$ cat config.mk
export PLATFORM = sky130hd
export DESIGN_NAME = oibc_top
export DESIGN_NICKNAME = d
export VERILOG_FILES = /design/src/oibc_pkg.sv /design/src/oibc_top.sv
export SDC_FILE = /design/constraint.sdc
export NUM_CORES = 1
export LEC_CHECK = 0
export ABC_AREA = 1
export BUFFER_PORTS_ARGS = -buffer_cell sky130_fd_sc_hd__clkbuf_2
export CAP_MARGIN = 10
export CORE_ASPECT_RATIO = 0.7
export CORE_MARGIN = 4
export CORE_UTILIZATION = 39
export DETAILED_ROUTE_END_ITERATION = 12
export PLACE_DENSITY = 0.66
export SETUP_SLACK_MARGIN = 0.05
export SYNTH_ARGS = -nofsm -noshare
export SYNTH_HDL_FRONTEND = slang
export SYNTH_SLANG_ARGS = --single-unit
$ cat constraint.sdc
create_clock -name CLK_I -period 1.8 [get_ports CLK_I]
set_input_delay 0.18 -clock CLK_I [delete_from_list [all_inputs] [get_ports CLK_I]]
set_output_delay 0.18 -clock CLK_I [all_outputs]
set_load 0.05 [all_outputs]
$ cat src/oibc_pkg.sv
// package for the optional input block control sequencer
// assumes one clock, async active-low reset, block interpreter upstream
`default_nettype none
package oibc_pkg;
  localparam int NUM_OPT = 7;
  localparam int SEL_W = 3;
  localparam logic [SEL_W-1:0] SEL_MAX = 3'h6;
  localparam int HOST_OPT = 5;
  localparam int SEL_GEN1 = 5;
  localparam int SEL_GEN2 = 6;

  typedef enum logic [2:0] {
    OIBC_CMD_OTHER,
    OIBC_CMD_OPTIONAL_END,
    OIBC_CMD_OPTIONAL_SKIP,
    OIBC_CMD_OPTIONAL_PAUSE,
    OIBC_CMD_SUBPROGRAM_END,
    OIBC_CMD_PROGRAM_END,
    OIBC_CMD_DWELL_TIMER,
    OIBC_CMD_AXIS_MOVE
  } oibc_cmd_e;

  // one decoded block as the interpreter hands it over
  typedef struct packed {
    oibc_cmd_e cmd;
    logic [SEL_W-1:0] sel;
  } oibc_blk_s;

  typedef enum logic [1:0] {
    OIBC_DEC_RUN,
    OIBC_DEC_SKIP,
    OIBC_DEC_PAUSE
  } oibc_dec_e;
endpackage
`default_nettype wire

$ cat src/oibc_top.sv
// optional end / skip / pause sequencer of a motion program interpreter
// assumes blocks arrive by valid/ready, one handshake per block, and that
// the axis unit reports when a stop request has been honoured; a dwell cancel is not waited on
`default_nettype none
module oibc_top (
  input wire logic CLK_I,
  input wire logic ARST_N_I,
  input wire logic [oibc_pkg::HOST_OPT-1:0] HOST_OPT_I,
  input wire logic GEN_IN1_I,
  input wire logic GEN_IN2_I,
  input wire logic PASS_MODE_I,
  input wire logic BLK_VALID_I,
  output logic BLK_READY_O,
  input wire oibc_pkg::oibc_blk_s BLK_I,
  output logic EXEC_VALID_O,
  output oibc_pkg::oibc_blk_s EXEC_BLK_O,
  output logic SKIP_O,
  output logic PAUSE_O,
  output logic SEL_ERR_O,
  input wire logic EXEC_DONE_I,
  output logic DECEL_REQ_O,
  output logic DWELL_CANCEL_O,
  input wire logic STOPPED_I,
  input wire logic RESUME_I
);
  import oibc_pkg::*;

  ////////////////////////////////////////////////////////////////////////
  // input synchroniser; stage one is only read by stage two
  logic [NUM_OPT-1:0] opt_meta;
  logic [NUM_OPT-1:0] opt_sync;
  logic [NUM_OPT-1:0] opt_raw;

  assign opt_raw = {GEN_IN2_I, GEN_IN1_I, HOST_OPT_I};

  always_ff @(posedge CLK_I or negedge ARST_N_I)
  begin
    if (!ARST_N_I)
    begin
      opt_meta <= '0;
      opt_sync <= '0;
    end
    else
    begin
      opt_meta <= opt_raw;
      opt_sync <= opt_meta;
    end
  end

  // edges since reset; a two-deep past reaches back into reset before this
  logic [1:0] rst_age;

  always_ff @(posedge CLK_I or negedge ARST_N_I)
  begin
    if (!ARST_N_I)
    begin
      rst_age <= '0;
    end
    else if (rst_age != 2'h3)
    begin
      rst_age <= rst_age + 2'h1;
    end
  end

  ////////////////////////////////////////////////////////////////////////
  // sequencer
  typedef enum logic [2:0] {
    ST_IDLE,
    ST_ARMED,
    ST_EXEC,
    ST_STOP,
    ST_PAUSED
  } st_e;

  st_e state;
  oibc_cmd_e pend_cmd;
  logic [SEL_W-1:0] pend_sel;
  logic watch;
  oibc_cmd_e run_cmd;

  logic take;
  logic sel_ok;
  logic pend_in;
  logic last_blk;

  assign sel_ok = (BLK_I.sel <= SEL_MAX);
  assign pend_in = opt_sync[pend_sel];
  assign last_blk = (BLK_I.cmd == OIBC_CMD_SUBPROGRAM_END) ||
                    (BLK_I.cmd == OIBC_CMD_PROGRAM_END);
  // a new block only enters while idle or armed; exec holds it off
  assign BLK_READY_O = (state == ST_IDLE) || (state == ST_ARMED);
  assign take = BLK_VALID_I && BLK_READY_O;

  // the optional input is sampled at the block handshake, and for an optional
  // end again while its block runs; PASS_MODE_I is not used by the sequencer
  logic blk_is_opt;
  assign blk_is_opt = (BLK_I.cmd == OIBC_CMD_OPTIONAL_END) ||
                      (BLK_I.cmd == OIBC_CMD_OPTIONAL_SKIP) ||
                      (BLK_I.cmd == OIBC_CMD_OPTIONAL_PAUSE);

  always_ff @(posedge CLK_I or negedge ARST_N_I)
  begin
    if (!ARST_N_I)
    begin
      state <= ST_IDLE;
      pend_cmd <= OIBC_CMD_OTHER;
      pend_sel <= '0;
      watch <= 1'b0;
      run_cmd <= OIBC_CMD_OTHER;
      EXEC_VALID_O <= 1'b0;
      EXEC_BLK_O <= '0;
      SKIP_O <= 1'b0;
      PAUSE_O <= 1'b0;
      SEL_ERR_O <= 1'b0;
      DECEL_REQ_O <= 1'b0;
      DWELL_CANCEL_O <= 1'b0;
    end
    else
    begin
      EXEC_VALID_O <= 1'b0;
      SKIP_O <= 1'b0;
      SEL_ERR_O <= 1'b0;
      unique case (state)
        ST_IDLE, ST_ARMED:
        begin
          if (take && blk_is_opt)
          begin
            if (sel_ok)
            begin
              pend_cmd <= BLK_I.cmd;
              pend_sel <= BLK_I.sel;
              state <= ST_ARMED;
            end
            else
            begin
              SEL_ERR_O <= 1'b1;
              state <= ST_IDLE;
            end
          end
          else if (take && state == ST_ARMED && last_blk)
          begin
            // end/skip have no effect on a closing block
            EXEC_VALID_O <= 1'b1;
            EXEC_BLK_O <= BLK_I;
            run_cmd <= BLK_I.cmd;
            watch <= 1'b0;
            state <= EXEC_DONE_I ? ST_IDLE : ST_EXEC;
          end
          else if (take && state == ST_ARMED && pend_in &&
                   pend_cmd != OIBC_CMD_OPTIONAL_PAUSE)
          begin
            // input already on: end behaves as skip
            SKIP_O <= 1'b1;
            state <= ST_IDLE;
          end
          else if (take && state == ST_ARMED && pend_in)
          begin
            PAUSE_O <= 1'b1;
            EXEC_BLK_O <= BLK_I;
            run_cmd <= BLK_I.cmd;
            state <= ST_PAUSED;
          end
          else if (take)
          begin
            EXEC_VALID_O <= 1'b1;
            EXEC_BLK_O <= BLK_I;
            run_cmd <= BLK_I.cmd;
            // only optional end keeps watching; a skip is decided already
            watch <= (state == ST_ARMED) &&
                     (pend_cmd == OIBC_CMD_OPTIONAL_END);
            state <= ST_EXEC;
          end
        end
        ST_EXEC:
        begin
          if (EXEC_DONE_I)
          begin
            watch <= 1'b0;
            state <= ST_IDLE;
          end
          else if (watch && pend_in)
          begin
            watch <= 1'b0;
            if (run_cmd == OIBC_CMD_DWELL_TIMER)
            begin
              DWELL_CANCEL_O <= 1'b1;
              state <= ST_IDLE;
            end
            else
            begin
              // moves must ramp down; cutting them would jerk the axes
              DECEL_REQ_O <= 1'b1;
              state <= ST_STOP;
            end
          end
        end
        ST_STOP:
        begin
          if (STOPPED_I || EXEC_DONE_I)
          begin
            DECEL_REQ_O <= 1'b0;
            state <= ST_IDLE;
          end
        end
        ST_PAUSED:
        begin
          if (RESUME_I)
          begin
            PAUSE_O <= 1'b0;
            EXEC_VALID_O <= 1'b1;
            state <= ST_EXEC;
          end
        end
      endcase
      if (state != ST_EXEC)
      begin
        DWELL_CANCEL_O <= 1'b0;
      end
    end
  end

  ////////////////////////////////////////////////////////////////////////
  // checks
  // synchroniser, arming and selector
  sync_delay_a: assert property (@(posedge CLK_I) disable iff (!ARST_N_I)
    rst_age[1] |-> (opt_sync == $past(opt_raw, 2))) else
    $error("input sync not two stages");
  sel_range_a: assert property (@(posedge CLK_I) disable iff (!ARST_N_I)
    (take && blk_is_opt && BLK_I.sel > SEL_MAX) |=> SEL_ERR_O) else
    $error("bad selector not flagged");
  sel_disarm_a: assert property (@(posedge CLK_I) disable iff (!ARST_N_I)
    (take && blk_is_opt && !sel_ok) |=> (state == ST_IDLE && !EXEC_VALID_O)) else
    $error("bad selector left command armed");
  opt_quiet_a: assert property (@(posedge CLK_I) disable iff (!ARST_N_I)
    (take && blk_is_opt && sel_ok) |=>
    (state == ST_ARMED && !EXEC_VALID_O && !SKIP_O && !SEL_ERR_O)) else
    $error("optional command ran as a block");
  // skip and closing blocks
  skip_on_a: assert property (@(posedge CLK_I) disable iff (!ARST_N_I)
    (take && state == ST_ARMED && pend_in && !last_blk && !blk_is_opt &&
     pend_cmd != OIBC_CMD_OPTIONAL_PAUSE) |=> (SKIP_O && !EXEC_VALID_O)) else
    $error("skip not taken");
  skip_idle_a: assert property (@(posedge CLK_I) disable iff (!ARST_N_I)
    SKIP_O |-> (state == ST_IDLE && !EXEC_VALID_O)) else
    $error("skipped block still running");
  skip_off_a: assert property (@(posedge CLK_I) disable iff (!ARST_N_I)
    (take && state == ST_ARMED && !pend_in && !blk_is_opt) |=> EXEC_VALID_O) else
    $error("block lost without input");
  last_keep_a: assert property (@(posedge CLK_I) disable iff (!ARST_N_I)
    (take && state == ST_ARMED && last_blk) |=> (EXEC_VALID_O && !SKIP_O)) else
    $error("closing block skipped");
  last_nowatch_a: assert property (@(posedge CLK_I) disable iff (!ARST_N_I)
    (take && state == ST_ARMED && last_blk) |=> !watch) else
    $error("closing block watched");
  // end watch and interruption
  end_watch_a: assert property (@(posedge CLK_I) disable iff (!ARST_N_I)
    (take && state == ST_ARMED && !pend_in && !last_blk && !blk_is_opt &&
     pend_cmd == OIBC_CMD_OPTIONAL_END) |=> (watch && EXEC_VALID_O)) else
    $error("end not watching its block");
  skip_nowatch_a: assert property (@(posedge CLK_I) disable iff (!ARST_N_I)
    (state == ST_EXEC && pend_cmd == OIBC_CMD_OPTIONAL_SKIP) |-> !watch) else
    $error("skip watching running block");
  exec_hold_a: assert property (@(posedge CLK_I) disable iff (!ARST_N_I)
    (state == ST_EXEC && !watch && !EXEC_DONE_I) |=> (state == ST_EXEC)) else
    $error("unwatched block cut short");
  exec_blk_a: assert property (@(posedge CLK_I) disable iff (!ARST_N_I)
    (take && !blk_is_opt) |=> (SKIP_O || EXEC_BLK_O == $past(BLK_I))) else
    $error("wrong block handed on");
  end_interrupt_a: assert property (@(posedge CLK_I) disable iff (!ARST_N_I)
    (state == ST_EXEC && watch && pend_in && !EXEC_DONE_I &&
     run_cmd != OIBC_CMD_DWELL_TIMER) |=> (DECEL_REQ_O && state == ST_STOP)) else
    $error("end did not interrupt");
  decel_hold_a: assert property (@(posedge CLK_I) disable iff (!ARST_N_I)
    (state == ST_STOP && !STOPPED_I && !EXEC_DONE_I) |=> DECEL_REQ_O) else
    $error("decel dropped early");
  decel_clear_a: assert property (@(posedge CLK_I) disable iff (!ARST_N_I)
    (state == ST_STOP && (STOPPED_I || EXEC_DONE_I)) |=>
    (!DECEL_REQ_O && state == ST_IDLE)) else
    $error("decel not released");
  dwell_cut_a: assert property (@(posedge CLK_I) disable iff (!ARST_N_I)
    (state == ST_EXEC && watch && pend_in && !EXEC_DONE_I &&
     run_cmd == OIBC_CMD_DWELL_TIMER) |=> (DWELL_CANCEL_O && state == ST_IDLE)) else
    $error("dwell not cancelled");
  dwell_pulse_a: assert property (@(posedge CLK_I) disable iff (!ARST_N_I)
    DWELL_CANCEL_O |=> !DWELL_CANCEL_O) else
    $error("dwell cancel longer than a cycle");
  done_wins_a: assert property (@(posedge CLK_I) disable iff (!ARST_N_I)
    (state == ST_EXEC && EXEC_DONE_I) |=>
    (state == ST_IDLE && !DECEL_REQ_O && !DWELL_CANCEL_O)) else
    $error("finished block still interrupted");
  // pause
  pause_on_a: assert property (@(posedge CLK_I) disable iff (!ARST_N_I)
    (take && state == ST_ARMED && pend_in && !last_blk && !blk_is_opt &&
     pend_cmd == OIBC_CMD_OPTIONAL_PAUSE) |=> (PAUSE_O && !EXEC_VALID_O && !SKIP_O)) else
    $error("pause not taken");
  pause_hold_a: assert property (@(posedge CLK_I) disable iff (!ARST_N_I)
    (state == ST_PAUSED && !RESUME_I) |=>
    (PAUSE_O && state == ST_PAUSED && !EXEC_VALID_O)) else
    $error("pause left without resume");
  resume_run_a: assert property (@(posedge CLK_I) disable iff (!ARST_N_I)
    (state == ST_PAUSED && RESUME_I) |=>
    (EXEC_VALID_O && !PAUSE_O && state == ST_EXEC)) else
    $error("paused block not started on resume");
  // main scenarios, for coverage only
  cov_skip_c: cover property (@(posedge CLK_I) disable iff (!ARST_N_I) SKIP_O);
  cov_decel_c: cover property (@(posedge CLK_I) disable iff (!ARST_N_I)
    $rose(DECEL_REQ_O));
  cov_dwell_c: cover property (@(posedge CLK_I) disable iff (!ARST_N_I)
    DWELL_CANCEL_O);
  cov_pause_c: cover property (@(posedge CLK_I) disable iff (!ARST_N_I)
    $rose(PAUSE_O));
  cov_resume_c: cover property (@(posedge CLK_I) disable iff (!ARST_N_I)
    $fell(PAUSE_O));
endmodule
`default_nettype wire

After elaboration in Yosys (flattened, before gate mapping):

Cells that the tools add are included.

* memory bits (read-only): 0
* latch bits: 0
* memories: 0
* register bits: 39
* logic and storage cells: 137
* memory bits (writable): 0

* bitwise gates (word level): 1
* magnitude comparators: 2
* shift-type cells: 0
* div/mod/pow operators: 0
* multiply operators: 0
* eq/ne operators: 29
* add/subtract/negate cells: 0
* multiplexer cells: 61
* reductions and logical operators: 29

Operator list (number)
* 3-bit 2-to-1 mux: 13
* 1-bit 2-to-1 mux: 36
* 6-bit 2-to-1 mux: 4
* 2-bit inequality test, second input constant: 10
* 3-bit by 2-bit == test with 1-bit output, second input constant: 4
* 3-bit == test, second input constant: 4
* 3-bit inequality test, second input constant: 4
* 3-bit case mux with 4 select lines: 1
* 4-bit AND reduction: 3
* 6-bit AND reduction: 2
* 2-bit nonzero test: 6
* 3-bit by 1-bit == test with 1-bit output, second input constant: 3
* 1-bit logical AND: 8
* 1-bit case mux with 2 select lines: 4
* 3-bit by 2-bit inequality test with 1-bit output, second input constant: 2
* 6-bit inequality test, second input constant: 1
* 1-bit logical OR: 5
* 5-bit AND reduction: 1
* 3-bit by 4-bit < comparator with 1-bit output, second input constant: 1
* 2-bit 2-to-1 mux: 2
* 1-bit binary-select mux with 3-bit select: 1
* 3-bit less-or-equal comparator, second input constant: 1
* 3-bit zero test: 1
* 3-bit AND reduction: 1
* 4 further kinds: 4

Depth between registers and ports, before layout:

* depth after elaboration: 10
* gate-level depth with buffers: 12

Worst setup path after synthesis:

Ideal clock, no wire load.

* kind: register to register
* start: reg state[0]
* end: reg EXEC_VALID_O
* data required time: 1.680 ns
* library setup time: 0.120 ns
* buffers on the path: 1
* data arrival time: 1.752 ns
* slack: -0.071 ns
* cell stages (with the launch flop): 9
* cells stage by stage: dfrtp_1 > inv_1 > nand2_2 > o21ai_2 > nand2_2 > nor2_4 > inv_2 > buf_6 > a31o_1

* longest elaborated chain between the ends: 10

Ends and longest elaborated chain
* start, declared: line oibc_top.sv:75 `st_e state;`
* start signal, assigned: line oibc_top.sv:147 `state <= EXEC_DONE_I ? ST_IDLE : ST_EXEC;`
* 3-bit by 1-bit == test with 1-bit output or 3-bit zero test (tied branches): line oibc_top.sv:91 `assign BLK_READY_O = (state == ST_IDLE) || (state == ST_ARMED);`
* 1-bit logical OR (*): line oibc_top.sv:91
* net BLK_READY_O: line oibc_top.sv:13 `output logic BLK_READY_O,`
* 1-bit logical AND (*): line oibc_top.sv:92 `assign take = BLK_VALID_I && BLK_READY_O;`
* 1-bit logical AND: line oibc_top.sv:140, oibc_top.sv:149, oibc_top.sv:156
* 1-bit logical AND: line oibc_top.sv:149, oibc_top.sv:156
* 1-bit 2-to-1 mux or 1-bit logical AND (tied branches): line oibc_top.sv:156, oibc_top.sv:149
* 1-bit 2-to-1 mux: line oibc_top.sv:149 `else if (take && state == ST_ARMED && pend_in &&`
* 1-bit 2-to-1 mux: line oibc_top.sv:140 `else if (take && state == ST_ARMED && last_blk)`
* 1-bit 2-to-1 mux (*): line oibc_top.sv:126 `if (take && blk_is_opt)`
* 1-bit case mux with 2 select lines (*): line oibc_top.sv:123 `unique case (state)`
* end signal, assigned: line oibc_top.sv:120 `EXEC_VALID_O <= 1'b0;`
* end signal, assigned: line oibc_top.sv:143 `EXEC_VALID_O <= 1'b1;`
* end signal, assigned: line oibc_top.sv:165 `EXEC_VALID_O <= 1'b1;`
* end, declared: line oibc_top.sv:15 `output logic EXEC_VALID_O,`

The timed path passes the listed nets; every way through them passes the cells marked *.
A chain may end at the register's enable or synchronous reset.

Worst setup path in the final report:

* start: reg state[1]
* end: reg state[0]

* longest elaborated chain between the ends: 10

Ends and longest elaborated chain (line)
* 3-bit by 1-bit == test with 1-bit output or 3-bit zero test (tied branches)
* 1-bit logical OR: oibc_top.sv:91
* 1-bit logical AND: oibc_top.sv:92
* 1-bit logical AND: oibc_top.sv:140, oibc_top.sv:149, oibc_top.sv:156
* 1-bit logical AND: oibc_top.sv:149, oibc_top.sv:156
* 3-bit 2-to-1 mux or 1-bit logical AND (tied branches): oibc_top.sv:156, oibc_top.sv:149
* 3-bit 2-to-1 mux: oibc_top.sv:149
* 3-bit 2-to-1 mux: oibc_top.sv:140
* 3-bit 2-to-1 mux: oibc_top.sv:126
* 3-bit case mux with 4 select lines: oibc_top.sv:123

Several ways; a longest one is shown, not always the timed one.

==> key figures <==
Die
  • Row count: 18
  • Die span in y: 61.0 um
  • CORE AREA: 3690 sq um
  • Die area: 5110 sq um
  • # IOs: 33
  • Initial Util: 42.4%
  • Die Wd: ~84 um

Synthesis
  • Post-synth top area cell: dfrtp_1
  • Syn_nets: 201
  • Synth Cell Area: 1570 sq um
  • Synth top area share: 57.5%
  • Register bit count reported by yosys: 36
  • Mapped Cells: about 180
  • Syn avg cell area: 8.66 sq um
  • Register area share after synthesis: 57.5%
  • Synth area leaders: dfrtp_1 57%, nand2_1 8.9%, inv_1 7.7%, nand3_1 5.4%, nor2_1 4.3%
  • Post-synth cell types: 22
  • Warnings from Yosys: 0

Cells and area
  • Share of cells above drive strength 1: 24.3%
  • Filler cells: 370
  • Layout Nets: roughly 250
  • Area of the multi-input gates: 563 sq um
  • Post-layout util: between 50 and 60%
  • Storage element area: around 900 sq um
  • Cell Count, Final, Fillers Out: 280
  • Post-Layout Inst Area: 2010 sq um
  • Area Overhead vs Synth: 28.5%
  • ANT cells: 0

CTS
  • CTS Buf Count: 5
  • Clock Sink Count: 36
  • Clk_lat worst skew: about 0.28 ns
  • Clk slew on worst S/H paths: 0.07 ns
  • CTS tree: done
  • Clock Root Buffer: clkbuf_8
  • CTS Buffer Depth: 2
  • H-tree level count: 2

Route
  • Via count: between 1,000 and 1,500
  • Length of routed wiring on met1: 1770 um
  • Antenna-violating nets left: 0
  • Met3 Wirelength: 266 um
  • Vias per cell: 4.60
  • Residual DRC: 0
  • Routed WL per cell: between 10 and 15 um
  • DRT iter0 DRCs: 112
  • Wirelength, routed: 3270 um
  • Uppermost layer routed: met4
  • Pre-antenna DRT Iters: 4
  • Met2 Routed Length: 1200 um

GRT
  • GRT overflow: 0
  • Largest net degree at the start of global routing: 37
  • First-pass GRT wire length: about 5500 um
  • Initial antenna violation count: 0
  • Vias in the first global route: 1,211
  • GRT Total Usage: 14.3%

Setup path
  • Crit-path cells: inv_2, nand2_2, o21ai_4, nand2_2, nor2_4, nand2_2, o21ai_0, nor2_1, a21oi_1
  • CP arrival: 1.81 ns
  • CP peak stage delay: 0.41 ns
  • Bufs and invs on worst path: 1
  • Critical-path top delay cell: dfrtp_1
  • Req. time, crit path: 2.01 ns
  • CP Max Fanout: 6
  • Reg2Reg Setup Slack: 0.20 ns
  • Most frequent CP cell: nand2_2
  • Critical path capture point type: flop
  • Crit start category: flop
  • CP top delay family: simple AND/OR/NAND/NOR gates
  • Crit Path Class: reg2reg

Power and ir drop
  • Total Power: roughly 3.3 mW
  • Leak: 1.09 nW
  • Power density over the cells: 1630 nW/um^2
  • VDD IR-drop max: 1.02 mV

Worst hold path
  • Hold Path Class: in2reg

Timing
  • Fmax: about 630 MHz
  • WHS: 0.142 ns
  • Final setup violating endpoints: 0
  • Min Tclk post-route: approximately 1.6 ns
  • Fin crit share: roughly nine tenths
  • Worst setup margin: 0.201 ns
  • Fin. Hold Viols: 0
  • Unrepaired setup endpoints after global routing: true
  • Worst Clk Skew: 0.00347 ns
  • Max-slew violations: 0
  • Worst slew margin: a little over two thirds
  • Setup TNS: 0 ns
  • Pin slew with the least headroom to its limit: approximately 0.44 ns

Placed design
  • Detailed placer's ending HPWL: 2440 um
  • GPL Wtd Cong: 0.905
  • Pre-CTS worst setup slack: 0.108 ns
  • DP Cell Count: 263
  • PortBufs: 31
  • Post-DP Area: 1800 sq um

Outcome
  • Status: finished, final reports clean

Job
  • Maxcap violations: 0
## worst paths after layout
| check | depth (start not counted) | to | start |
|---|---|---|---|
| worst max-delay path | 9 | state[0] | state[1] |
| worst min-delay path | 3 | pend_cmd[0] | BLK_I[3] |
| worst max register to register | 9 | state[0] | state[1] |
| worst min register to register | 0 | opt_sync[2] | opt_meta[2] |
| max in group asynchronous | 3 | DWELL_CANCEL_O | ARST_N_I |
| min in group asynchronous | 3 | state[0] | ARST_N_I |
## what timing repair did
item | 4_1_cts | 5_1_grt
setup endpoints to repair | 0 | 10
hold buffers | 8 | 0
endpoints found under the hold margin | 43 | 0
buffers inserted | 0 | 1
gates resized for setup | 0 | 7
## Yosys cell counts
| master | number |
|---|---|
| nand2_1 | 37 |
| a21oi_2 | 1 |
| nand3_1 | 17 |
| nand2_2 | 4 |
| nand3b_1 | 2 |
| nand3_2 | 1 |
| o21ai_1 | 1 |
| nor2_4 | 1 |
| a21oi_1 | 8 |
| dfrtp_1 | 36 |
| o21bai_1 | 1 |
| a31o_1 | 1 |
| inv_2 | 3 |
| nor3_1 | 4 |
| o21ai_2 | 1 |
| o21ai_0 | 7 |
| buf_6 | 1 |
| nor2_1 | 18 |
| nand4_2 | 1 |
| nor4_1 | 1 |
| nand4_1 | 3 |
| inv_1 | 32 |
## tightest hold or removal path: cells and delay by family
| kind | cells | cell delay, ns |
|---|---|---|
| buffers and inverters | 1 | 0.10 |
| AND/OR/NAND/NOR | 1 | 0.05 |
| AO/OA/AOI/OAI | 1 | 0.06 |
## state kept, by name, indices dropped and copies added (netlist names)
| register | flops |
|---|---|
| pend_sel | 3 |
| SKIP_O | 1 |
| PAUSE_O | 1 |
| SEL_ERR_O | 1 |
| DECEL_REQ_O | 1 |
| state | 3 |
| EXEC_VALID_O | 1 |
| opt_meta | 7 |
| opt_sync | 7 |
| DWELL_CANCEL_O | 1 |
| run_cmd | 3 |
| pend_cmd | 3 |
| watch | 1 |
| EXEC_BLK_O | 3 |
## kinds of logic (layout without fill, tap and decap cells)
family,after synthesis,count (layout),share of synthesized area (%)
buffers and inverters,36,85,9.10
and+or+nand+nor,89,89,26.2
DFF,36,36,57.5
AOI/OAI and AO/OA,20,20,7.26
## power breakdown
part | switching, mW | total (mW) | internal (mW) | leakage, nW
logic | 1.11 | 1.55 | 0.436 | 0.601
clock network | 0.282 | 0.595 | 0.312 | 0.0516
registers | 0.124 | 1.14 | 1.02 | 0.437
## placed cells by master, fill, tap and decap left out
cell type	n
o21ai_4	1
nor4_1	1
nand3_4	1
nor2_1	17
nor3_1	4
o21ai_1	1
nand4_4	1
dfrtp_1	36
inv_2	2
nand3b_1	2
nand3_2	1
inv_1	32
a21oi_4	1
inv_6	1
nand2_2	4
nand4_1	3
clkbuf_8	6
o21bai_1	1
a31o_1	1
inv_4	1
o21ai_0	7
buf_4	3
a21oi_1	8
nor2_4	1
clkinv_2	1
dlygate4sd3_1	8
nor2_2	1
clkbuf_2	31
nand3_1	16
nand2_1	37
## metal layers
metal | global-route usage [%] | vias up
met4 | 6.19 | 0
li1 | - | 663
met1 | 21.0 | 587
met2 | 18.5 | 34
met3 | 5.48 | 4
met5 | 0 | -
## cell type report
| type | instances | share of cell area (%) |
|---|---|---|
| flip-flops and latches | 36 | 44.7 |
| multi-input cells | 109 | 28.0 |
| repair buffers | 42 | 12.8 |
| inverters | 35 | 6.65 |
| clock buffers | 6 | 4.10 |
| well taps | 50 | 3.11 |
| clock inverters | 2 | 0.683 |
(Power assumes the default switching activity.)
